===== config.mk =====
export PLATFORM = sky130hd
export DESIGN_NAME = deframer_control
export DESIGN_NICKNAME = d
export VERILOG_FILES = /design/src/hdl/lane_error_monitor.v /design/src/hdl/deframer_control.v
export VERILOG_INCLUDE_DIRS = /design/src /design/src/shared
export SDC_FILE = /design/constraint.sdc
export NUM_CORES = 1
export LEC_CHECK = 0
export BUFFER_PORTS_ARGS = -buffer_cell sky130_fd_sc_hd__buf_2
export CORE_MARGIN = 3
export CORE_UTILIZATION = 55
export CTS_CLUSTER_SIZE = 8
export DETAILED_ROUTE_END_ITERATION = 6
export HOLD_SLACK_MARGIN = 0.05
export PLACE_DENSITY = 0.88
export SLEW_MARGIN = 5
export SYNTH_ARGS = -nofsm -noshare
export SYNTH_HDL_FRONTEND = slang
export SYNTH_SLANG_ARGS = --single-unit

===== constraint.sdc =====
create_clock -name CLOCK -period 4.3 [get_ports CLOCK]
set_input_delay 0.215 -clock CLOCK [delete_from_list [all_inputs] [get_ports CLOCK]]
set_output_delay 0.215 -clock CLOCK [all_outputs]
set_load 0.02 [all_outputs]

===== src/shared/deframer_control_defines.vh =====
// Contract
// - Character substitution bit at 1 stops end-of-frame character replacement; resets 0.
// - Soft reset bit at 1 synchronously returns deframer logic to power-on state.
// - While soft reset is 1, no received lane data is accepted.
// - Force resync bit at 1 asserts the resync request output; resets 0.
// - Errored frame substitution bit enables replacing bad frames; resets 1.
// - Qualify bit at 1 lets a not-in-table error mask a disparity error.
// - Alternative descrambler bit moves descrambling start from octet 0 to 2.
// - Policy 0: after sync, request resync only after enough disparity errors.
// - Policy 1: after sync, K followed by neither R nor K requests resync.
// - Skip alignment bit: user data follows code group sync directly; resets 0.
// - Checksum bit selects field sum (0) or packed byte sum (1).
// - Test mode bit at 1 expects sync pattern then endless alignment sequence.
// - Pattern check bit enables test pattern checking only with test mode 0.
// - Queued error bit at 1 signals every lane error in turn on request.
// - Receiver off bit at 1 disables the receiver; changed only in soft reset.
`ifndef DEFRAMER_CONTROL_DEFINES_VH
`define DEFRAMER_CONTROL_DEFINES_VH

`define ADDR_W 12
`define OFS_CONTROL_ZERO 12'h475
`define OFS_CONTROL_ONE 12'h476
`define OFS_CONTROL_TWO 12'h477

`define RST_CONTROL_ZERO 8'h01
`define RST_CONTROL_ONE 8'h14
`define RST_CONTROL_TWO 8'h00
`define MASK_CONTROL_ZERO 8'hcd
`define MASK_CONTROL_ONE 8'h1f
`define MASK_CONTROL_TWO 8'hb0

`define BIT_RECEIVER_OFF 7
`define BIT_CHAR_SUBST_OFF 6
`define BIT_SOFT_RESET 3
`define BIT_FORCE_RESYNC 2
`define BIT_FRAME_SUBST_ON 0

`define BIT_QUALIFY 4
`define BIT_ALT_DESCR 3
`define BIT_CGS_POLICY 2
`define BIT_SKIP_ALIGN 1
`define BIT_CHECKSUM 0

`define BIT_TEST_MODE 7
`define BIT_PATTERN_CHECK 5
`define BIT_QUEUED_ERR 4

`define DESCR_OCTET_DEFAULT 2'h0
`define DESCR_OCTET_ALT 2'h2

`define DISP_CNT_W 4
`define PEND_W 8
`define PEND_MAX 8'hff
`define HOLD_W 4
`define REPORT_CYCLES_DEFAULT 4
`define DISP_LIMIT_DEFAULT 4

`endif


===== src/hdl/lane_error_monitor.v =====
`timescale 1ns/10ps
`include "deframer_control_defines.vh"
module lane_error_monitor #(
    parameter DISP_LIMIT = `DISP_LIMIT_DEFAULT
) (
    input wire clk, // Device clock.
    input wire rst_n, // Synchronised reset, active low.
    input wire clear, // Soft reset, clears all state.
    input wire valid, // Character valid and accepted.
    input wire is_k, // Character is a K control character.
    input wire is_r, // Character is an R control character.
    input wire disp_err, // Running disparity error on this character.
    input wire nit_err, // Not-in-table error on this character.
    input wire cgs_done, // Code group sync achieved on this lane.
    input wire cgs_policy, // Resync policy select.
    input wire qualify_disp, // Not-in-table masks disparity when 1.
    output reg err_event, // One-cycle resync-worthy error.
    output reg disp_seen // Qualified disparity error, one cycle.
);

localparam integer DISP_LAST_INT = DISP_LIMIT - 1;
localparam [`DISP_CNT_W-1:0] DISP_LAST = DISP_LAST_INT[`DISP_CNT_W-1:0];
localparam [`DISP_CNT_W-1:0] CNT_ONE = 1;
localparam [`DISP_CNT_W-1:0] CNT_ZERO = 0;

reg [`DISP_CNT_W-1:0] disp_cnt;
reg prev_k;
wire disp_q;

assign disp_q = valid & disp_err & ~(qualify_disp & nit_err);

always @(posedge clk or negedge rst_n) begin
    if (!rst_n) begin
        disp_cnt <= CNT_ZERO;
        prev_k <= 1'b0;
        err_event <= 1'b0;
        disp_seen <= 1'b0;
    end else if (clear) begin
        disp_cnt <= CNT_ZERO;
        prev_k <= 1'b0;
        err_event <= 1'b0;
        disp_seen <= 1'b0;
    end else begin
        err_event <= 1'b0;
        disp_seen <= disp_q;
        if (valid) begin
            prev_k <= is_k;
        end
        if (!cgs_done) begin
            disp_cnt <= CNT_ZERO;
        end else if (valid) begin
            if (cgs_policy) begin
                if (prev_k && !is_k && !is_r) begin
                    err_event <= 1'b1;
                end
            end else if (disp_q) begin
                // The count restarts after each report so a steady error rate keeps reporting.
                if (disp_cnt == DISP_LAST) begin
                    err_event <= 1'b1;
                    disp_cnt <= CNT_ZERO;
                end else begin
                    disp_cnt <= disp_cnt + CNT_ONE;
                end
            end
        end
    end
end

endmodule


===== src/hdl/deframer_control.v =====
`timescale 1ns/10ps
`include "deframer_control_defines.vh"
module deframer_control #(
    parameter LANES = 8,
    parameter DISP_LIMIT = `DISP_LIMIT_DEFAULT,
    parameter REPORT_CYCLES = `REPORT_CYCLES_DEFAULT
) (
    input wire CLOCK, // Device clock, 10 MHz.
    input wire ARST_N, // Asynchronous reset, active low.
    input wire [`ADDR_W-1:0] CFG_ADDR, // Configuration port register address.
    input wire [7:0] CFG_WDATA, // Configuration port write data.
    input wire CFG_WRITE, // Write strobe, one cycle.
    input wire CFG_READ, // Read strobe, one cycle.
    output reg [7:0] CFG_RDATA, // Read data, valid the cycle after the strobe.
    input wire [LANES-1:0] LANE_VALID, // Character valid per lane.
    input wire [LANES-1:0] LANE_IS_K, // K character per lane.
    input wire [LANES-1:0] LANE_IS_R, // R character per lane.
    input wire [LANES-1:0] LANE_DISP_ERR, // Disparity error per lane.
    input wire [LANES-1:0] LANE_NIT_ERR, // Not-in-table error per lane.
    input wire [LANES-1:0] LANE_FRAME_ERR, // Frame received in error per lane.
    input wire [LANES-1:0] LANE_CGS_DONE, // Code group sync achieved per lane.
    output reg RESYNC_REQUEST_OUT, // Sync request toward transmitter, high = request.
    output reg DEFRAMER_HELD, // Deframer held in soft reset.
    output reg [LANES-1:0] LANE_ACCEPT, // Lane data accepted by the deframer.
    output reg RECEIVER_OFF, // Receiver disabled.
    output reg CHAR_SUBST_ON, // End-of-frame character replacement active.
    output reg [LANES-1:0] FRAME_SUBST, // Replace the current frame per lane.
    output reg [LANES-1:0] DISP_ERR_REPORT, // Qualified disparity error per lane.
    output reg [1:0] DESCR_START_OCTET, // Octet where descrambling starts.
    output reg SKIP_ALIGNMENT, // Expect user data right after sync.
    output reg CHECKSUM_BY_BYTES, // Checksum summed over packed bytes.
    output reg LINK_TEST_MODE, // Sync pattern then endless alignment sequence.
    output reg PATTERN_CHECK_ON, // Transport test pattern checking enabled.
    output reg QUEUED_ERRORS // Errors queued and signalled one by one.
);

////////////////////////////////////////////////////////////////////////////////

// The reset is released through two flops so that its removal never lands
// close to a clock edge in any register of the block other than those two flops.
reg rst_meta;
reg rst_n;

always @(posedge CLOCK or negedge ARST_N) begin
    if (!ARST_N) begin
        rst_meta <= 1'b0;
        rst_n <= 1'b0;
    end else begin
        rst_meta <= 1'b1;
        rst_n <= rst_meta;
    end
end

////////////////////////////////////////////////////////////////////////////////

reg [7:0] control_zero;
reg [7:0] control_one;
reg [7:0] control_two;
reg [7:0] next_control_zero;
reg [7:0] next_control_one;
reg [7:0] next_control_two;
wire [2:0] addr_sel;
wire soft_reset;

assign soft_reset = control_zero[`BIT_SOFT_RESET];

// One-hot register select; the write and the read path both decode through it,
// so the two can never disagree on which addresses are mapped.
function [2:0] reg_select;
    input [`ADDR_W-1:0] addr;
    begin
        case (addr)
            `OFS_CONTROL_ZERO: reg_select = 3'b001;
            `OFS_CONTROL_ONE: reg_select = 3'b010;
            `OFS_CONTROL_TWO: reg_select = 3'b100;
            default: reg_select = 3'b000;
        endcase
    end
endfunction

function [7:0] reg_read;
    input [2:0] sel;
    input [7:0] r0;
    input [7:0] r1;
    input [7:0] r2;
    begin
        case (sel)
            3'b001: reg_read = r0 & `MASK_CONTROL_ZERO;
            3'b010: reg_read = r1 & `MASK_CONTROL_ONE;
            3'b100: reg_read = r2 & `MASK_CONTROL_TWO;
            default: reg_read = 8'h00;
        endcase
    end
endfunction

assign addr_sel = reg_select(CFG_ADDR);

// Reserved bits are masked on the way in, so they read back as zero whatever
// software writes to them.
always @* begin
    next_control_zero = control_zero;
    next_control_one = control_one;
    next_control_two = control_two;
    if (CFG_WRITE && addr_sel[0]) begin
        next_control_zero = CFG_WDATA & `MASK_CONTROL_ZERO;
    end
    if (CFG_WRITE && addr_sel[1]) begin
        next_control_one = CFG_WDATA & `MASK_CONTROL_ONE;
    end
    if (CFG_WRITE && addr_sel[2]) begin
        next_control_two = CFG_WDATA & `MASK_CONTROL_TWO;
    end
end

// Writes are stored whenever they arrive; the active copies below only take
// them at soft reset; during operation only the soft reset and force resync bits act at once.
always @(posedge CLOCK or negedge rst_n) begin
    if (!rst_n) begin
        control_zero <= `RST_CONTROL_ZERO;
        control_one <= `RST_CONTROL_ONE;
        control_two <= `RST_CONTROL_TWO;
        CFG_RDATA <= 8'h00;
    end else begin
        control_zero <= next_control_zero;
        control_one <= next_control_one;
        control_two <= next_control_two;
        if (CFG_READ) begin
            // A read in the same cycle as a write returns the older value.
            CFG_RDATA <= reg_read(addr_sel, control_zero, control_one, control_two);
        end
    end
end

////////////////////////////////////////////////////////////////////////////////

reg cfg_qualify;
reg cfg_policy;
reg cfg_frame_subst;

// Active copies track the registers while held, so the value standing at the
// release is the one used for the whole run.
always @(posedge CLOCK or negedge rst_n) begin
    if (!rst_n) begin
        cfg_qualify <= 1'b1;
        cfg_policy <= 1'b1;
        cfg_frame_subst <= 1'b1;
        RECEIVER_OFF <= 1'b0;
        CHAR_SUBST_ON <= 1'b1;
        DESCR_START_OCTET <= `DESCR_OCTET_DEFAULT;
        SKIP_ALIGNMENT <= 1'b0;
        CHECKSUM_BY_BYTES <= 1'b0;
        LINK_TEST_MODE <= 1'b0;
        PATTERN_CHECK_ON <= 1'b0;
        QUEUED_ERRORS <= 1'b0;
    end else if (soft_reset) begin
        cfg_qualify <= control_one[`BIT_QUALIFY];
        cfg_policy <= control_one[`BIT_CGS_POLICY];
        cfg_frame_subst <= control_zero[`BIT_FRAME_SUBST_ON];
        RECEIVER_OFF <= control_zero[`BIT_RECEIVER_OFF];
        CHAR_SUBST_ON <= ~control_zero[`BIT_CHAR_SUBST_OFF];
        DESCR_START_OCTET <= control_one[`BIT_ALT_DESCR] ?
            `DESCR_OCTET_ALT : `DESCR_OCTET_DEFAULT;
        SKIP_ALIGNMENT <= control_one[`BIT_SKIP_ALIGN];
        CHECKSUM_BY_BYTES <= control_one[`BIT_CHECKSUM];
        LINK_TEST_MODE <= control_two[`BIT_TEST_MODE];
        // The pattern check is refused while the link layer test mode is chosen.
        PATTERN_CHECK_ON <= control_two[`BIT_PATTERN_CHECK] &
            ~control_two[`BIT_TEST_MODE];
        QUEUED_ERRORS <= control_two[`BIT_QUEUED_ERR];
    end
end

////////////////////////////////////////////////////////////////////////////////

wire [LANES-1:0] accept;
wire [LANES-1:0] subst_now;
wire [LANES-1:0] lane_err;
wire [LANES-1:0] lane_disp;

genvar g;
generate
    for (g = 0; g < LANES; g = g + 1) begin : lane
        // A disabled or held receiver drops lane data before the monitors see it.
        assign accept[g] = LANE_VALID[g] & ~(soft_reset | RECEIVER_OFF);
        assign subst_now[g] = cfg_frame_subst & LANE_FRAME_ERR[g] & accept[g];
        lane_error_monitor #(
            .DISP_LIMIT(DISP_LIMIT)
        ) u_monitor (
            .clk(CLOCK),
            .rst_n(rst_n),
            .clear(soft_reset),
            .valid(accept[g]),
            .is_k(LANE_IS_K[g]),
            .is_r(LANE_IS_R[g]),
            .disp_err(LANE_DISP_ERR[g]),
            .nit_err(LANE_NIT_ERR[g]),
            .cgs_done(LANE_CGS_DONE[g]),
            .cgs_policy(cfg_policy),
            .qualify_disp(cfg_qualify),
            .err_event(lane_err[g]),
            .disp_seen(lane_disp[g])
        );
    end
endgenerate

////////////////////////////////////////////////////////////////////////////////

// The queue saturates rather than wraps; reports are lost only once 255 are
// outstanding, which takes a link that has been failing for a long time.
function [`PEND_W-1:0] count_ones;
    input [LANES-1:0] bits;
    integer i;
    begin
        count_ones = {`PEND_W{1'b0}};
        for (i = 0; i < LANES; i = i + 1) begin
            count_ones = count_ones + {{(`PEND_W-1){1'b0}}, bits[i]};
        end
    end
endfunction

localparam integer HOLD_LOAD_INT = REPORT_CYCLES;
localparam [`HOLD_W-1:0] HOLD_LOAD = HOLD_LOAD_INT[`HOLD_W-1:0];
localparam [`HOLD_W-1:0] HOLD_ONE = 1;
localparam [`HOLD_W-1:0] HOLD_ZERO = 0;
localparam [`PEND_W:0] PEND_ONE = 1;

reg [`PEND_W-1:0] pending;
reg [`HOLD_W-1:0] hold;
reg [`PEND_W-1:0] add;
reg take;
reg [`PEND_W:0] sum;
reg [`PEND_W-1:0] next_pending;
reg [`HOLD_W-1:0] next_hold;
reg next_resync;

always @* begin
    if (QUEUED_ERRORS) begin
        add = count_ones(lane_err);
    end else begin
        add = {{(`PEND_W-1){1'b0}}, |lane_err};
    end
    take = (hold == HOLD_ZERO) && (pending != {`PEND_W{1'b0}});
    // New errors are added before the served one is taken, so an error in the
    // same cycle as a take is never lost.
    sum = {1'b0, pending} + {1'b0, add} - (take ? PEND_ONE : {(`PEND_W+1){1'b0}});
    next_pending = sum[`PEND_W] ? `PEND_MAX : sum[`PEND_W-1:0];
end

// Each report holds the request for a fixed window and the next one starts
// one cycle after it ends, so a long queue drains at a steady, predictable rate.
always @* begin
    if (take) begin
        next_hold = HOLD_LOAD;
    end else if (hold != HOLD_ZERO) begin
        next_hold = hold - HOLD_ONE;
    end else begin
        next_hold = HOLD_ZERO;
    end
    // Request until every lane has code group sync, on command, or while an
    // error report window is open.
    next_resync = control_zero[`BIT_FORCE_RESYNC] | ~(&LANE_CGS_DONE) |
        (next_hold != HOLD_ZERO);
end

always @(posedge CLOCK or negedge rst_n) begin
    if (!rst_n) begin
        pending <= {`PEND_W{1'b0}};
        hold <= HOLD_ZERO;
        RESYNC_REQUEST_OUT <= 1'b1;
        DEFRAMER_HELD <= 1'b0;
    end else if (soft_reset) begin
        pending <= {`PEND_W{1'b0}};
        hold <= HOLD_ZERO;
        RESYNC_REQUEST_OUT <= 1'b1;
        DEFRAMER_HELD <= 1'b1;
    end else begin
        pending <= next_pending;
        hold <= next_hold;
        RESYNC_REQUEST_OUT <= next_resync;
        DEFRAMER_HELD <= 1'b0;
    end
end

// Lane outputs trail their inputs by one cycle (DISP_ERR_REPORT by two), so downstream logic sees them
// aligned with the registered character rather than the raw one.
always @(posedge CLOCK or negedge rst_n) begin
    if (!rst_n) begin
        LANE_ACCEPT <= {LANES{1'b0}};
        FRAME_SUBST <= {LANES{1'b0}};
        DISP_ERR_REPORT <= {LANES{1'b0}};
    end else if (soft_reset) begin
        LANE_ACCEPT <= {LANES{1'b0}};
        FRAME_SUBST <= {LANES{1'b0}};
        DISP_ERR_REPORT <= {LANES{1'b0}};
    end else begin
        LANE_ACCEPT <= accept;
        FRAME_SUBST <= subst_now;
        DISP_ERR_REPORT <= lane_disp;
    end
end

endmodule


==> out/qor.csv <==
metric,value,unit
outcome,"finished, violations left",
failed_checks,setup timing,
max_freq,0.223,GHz
cts_buffer_depth,2,
power_leakage,4.14,nW
ys_warn_count,0,
wl,18600,microns
grt-ovfl-total,0,
clock_skew,0.0135,ns
coreArea,0.0106,sq mm
diodes,0,
switchingPower,1.29,mW
grt_start_max_net_pins,58,
fin_crit_sh,104,%
cts_tree,yes,
io_buffers,121,
die_h,112,microns
grt_pass1_wl,29200,microns
synth_seq_area_share,52.2,%
dr.pass1.iters,5,
cts_root_buffer,clkbuf_8,
drv_cap,0,
syn_area_per_cell,11.0,sq um
fp.dieW,112,microns
p_per_area,481,mW/mm^2
place.gp.congestion,0.814,
nNetsFinal,873,
worstMarginPinSlew,0.912,ns
rows,37,
placed_area,0.00694,sq mm
hp-class,primary input to flip-flop,
initial_utilization,58.0,%
h-tree-depth,4,
drv_slew,0,
antenna_found_initial,0,
fillers,557,
synthSimpleGateAreaFrac,21.2,%
drc,0,
synthAdderAreaFrac,7.12,%
critPathArrivalTime,4.88,ns
drive_gt1_share,29.8,%
whs,0.0559,ns
avgViaCountPerCell,5.81,
netlist_instances,561,
fin_area,0.00832,sq mm
finalWorstPathRequiredPeriod,4.48,ns
fin_ws,-0.178,ns
ant_nets,0,
slew_headroom,39.0,%
wl_per_cell,20.5,microns
clkPwrFrac,35.9,%
synth_compound_area_share,6.00,%
syn-cell-area,0.00615,sq mm
dp_hpwl,10700,microns
first_global_vias,5787,
p_seq_share,34.3,%
clk_latency,0.55,ns
clock_sinks,128,
synth_fp_nets,673,
ir_drop,377,uV
p_int,2.71,mW
rsz0062_at_grt,yes,
crit_path_end_kind,flip-flop,
p_comb_share,29.8,%
numCtsBuffers,17,
ys_ff_latch,128,
clkTransAtPathRegs,0.06,ns
grt_usage,29.6,%
p_sw_share,32.2,%
hold_viol,0,
worstSetupPathType,flip-flop to flip-flop,
cp_max_fo,5,
drt-initial-drc-count,492,
vias,5285,
synth_top_family_by_area,simple AND/OR/NAND/NOR gates,
synth.distinct_cells,46,
synth-xor-area-share,2.71,%
yosys-mux-area-fraction,6.47,%
start_kind,flip-flop,
syn_to_final_growth,35.2,%
die-area,0.0125,sq mm
ios,123,
finalSetupViolations,8,
worst_ep_required_time,4.71,ns
==> path summary, 6_finish.rpt <==
path / cells after the start / endpoint / slack [ns] / start
worst max-delay path: 16 / pending[3] / -0.18 / lane[0].u_monitor.err_event
worst min-delay path: 3 / lane[7].u_monitor.err_event / 0.06 / LANE_IS_R[7]
worst max register to register: 16 / pending[3] / -0.18 / lane[0].u_monitor.err_event
worst min register to register: 0 / rst_n / 0.35 / rst_meta
max in group asynchronous: 1 / hold[1] / 2.94 / rst_n
min in group asynchronous: 0 / CFG_RDATA[0] / 0.39 / rst_n
==> critical path, stage by stage, from the launching register on <==
cell and delay (ns):
dfrtp_1 0.37, inv_2 0.06, fa_1 0.55, fa_1 0.44, fa_1 0.55, inv_2 0.05
ha_4 0.16, fa_2 0.54, nand2_2 0.07, ha_4 0.23, fa_2 0.34, nand2b_4 0.16
a211oi_4 0.27, o22ai_2 0.12, xnor2_2 0.20, buf_6 0.15, a21oi_1 0.07
==> cells in the mapped netlist, drive strengths merged <==
cell    instances  area share [%]
o211a           2            0.33
nand4           9            0.92
a211oi          2            0.24
o21ai          12            0.98
dfrtp         120              49
o311a           1            0.16
buf            15             1.2
nor4bb          8             1.3
nand4b         10             1.4
dfstp           8             3.4
xnor2           5            0.71
nand3b          2            0.24
nand3           3            0.24
o21bai          1            0.12
nand2b         23             2.3
xor2           14             2.0
and4b           8             1.3
fa              5             1.6
or3             1            0.10
and3           19             1.9
or4             2            0.24
o32ai           1            0.14
nor2           45             2.7
inv            42             2.6
or4b            1            0.16
nor2b          12             1.2
o22ai          10             1.0
nor4            3            0.55
mux2i          15             2.4
and4            1            0.14
clkbuf          6            0.37
mux2           22             4.0
a21oi          28             2.3
nor3b          14             2.7
nand2          47             2.9
a21o            3            0.37
conb            2            0.12
nor3            8            0.65
ha             27             5.5
a22oi           3            0.37
nor4b           1            0.14
==> layout by cell type (no fill, tap or decap), types with 5 or more instances in the layout <==
cell / count
nand2b_1: 22
ha_1: 24
nor3b_2: 5
dfrtp_1: 118
clkinvlp_4: 6
nor3b_1: 6
dlygate4sd3_1: 67
nor2_1: 45
and4b_1: 8
nor4bb_1: 8
clkbuf_16: 16
nand4_1: 9
and3_1: 19
o21ai_0: 10
o22ai_1: 8
nor2b_1: 12
a21oi_1: 21
nand2_1: 46
buf_4: 13
mux2i_1: 15
xor2_1: 14
nor3_1: 8
nand4b_1: 10
mux2_2: 22
dfstp_2: 8
buf_2: 121
a21oi_2: 7
inv_1: 38
==> kinds of logic after synthesis <==
family,Yosys count
AO/OA/AOI/OAI,63
XOR/XNOR,19
other,2
buffers and inverters,63
AND/OR/NAND/NOR,217
flip-flops,128
adder cells (fa/ha/maj),32
multiplexers,37
==> area by class of cell <==
type | count | area [sq um] | share of cell area [%]
Sequential cell | 128 | 3220 | 38.7
Multi-Input combinational cell | 370 | 2800 | 33.7
Timing Repair Buffer | 202 | 1390 | 16.7
Clock buffer | 20 | 445 | 5.36
Tap cell | 136 | 170 | 2.05
Inverter | 42 | 158 | 1.90
Clock inverter | 12 | 136 | 1.64
==> sequential cells by signal, indices dropped and copies added (netlist names), 3 cells and up <==
signal,cells
control_one,5
lane.u_monitor.disp_cnt,32
lane.u_monitor.err_event,8
FRAME_SUBST,8
pending,8
lane.u_monitor.disp_seen,8
control_two,3
LANE_ACCEPT,8
hold,4
lane.u_monitor.prev_k,8
DISP_ERR_REPORT,8
CFG_RDATA,8
control_zero,5
==> power groups by stage <==
| stage | sequential [mW] | combinational (mW) | clock, mW |
|---|---|---|---|
| after floorplan | 1.39 | 0.631 | 0 |
| after global placement | 1.38 | 0.841 | 0 |
| after detailed placement | 1.38 | 0.905 | 0 |
| after CTS | 1.37 | 1.06 | 1.40 |
| after global routing | 1.38 | 1.27 | 1.50 |
| final | 1.37 | 1.19 | 1.44 |
==> metrics by stage <==
stage	setup TNS, ns	utilization [%]	worst slack (ns)	instances	total power [mW]
after floorplan	0	-	0.00517	561	2.02
after global placement	-0.251	65.5	-0.0433	806	2.22
after detailed placement	-2.09	65.5	-0.291	806	2.29
after CTS	-0.476	78.0	-0.0733	909	3.83
after global routing	-1.98	78.4	-0.260	910	4.15
final	-1.26	78.4	-0.178	910	4.00
==> layer usage <==
metal / GRT usage [%] / wire length [microns] / vias to the layer above
li1: - / - / 2329
met1: 33.7 / 6970 / 2615
met2: 52.6 / 9690 / 284
met3: 7.17 / 1360 / 57
met4: 13.3 / 622 / 0
met5: 0 / 0 / -
==> repair_timing <==
item,CTS,global route
endpoints found under the hold margin,81,0
pin swaps,11,10
setup endpoints to repair,8,8
buffers inserted,4,1
resized for setup,12,12
hold buffers,67,0
Note: power is estimated with default switching activity, not from simulation.
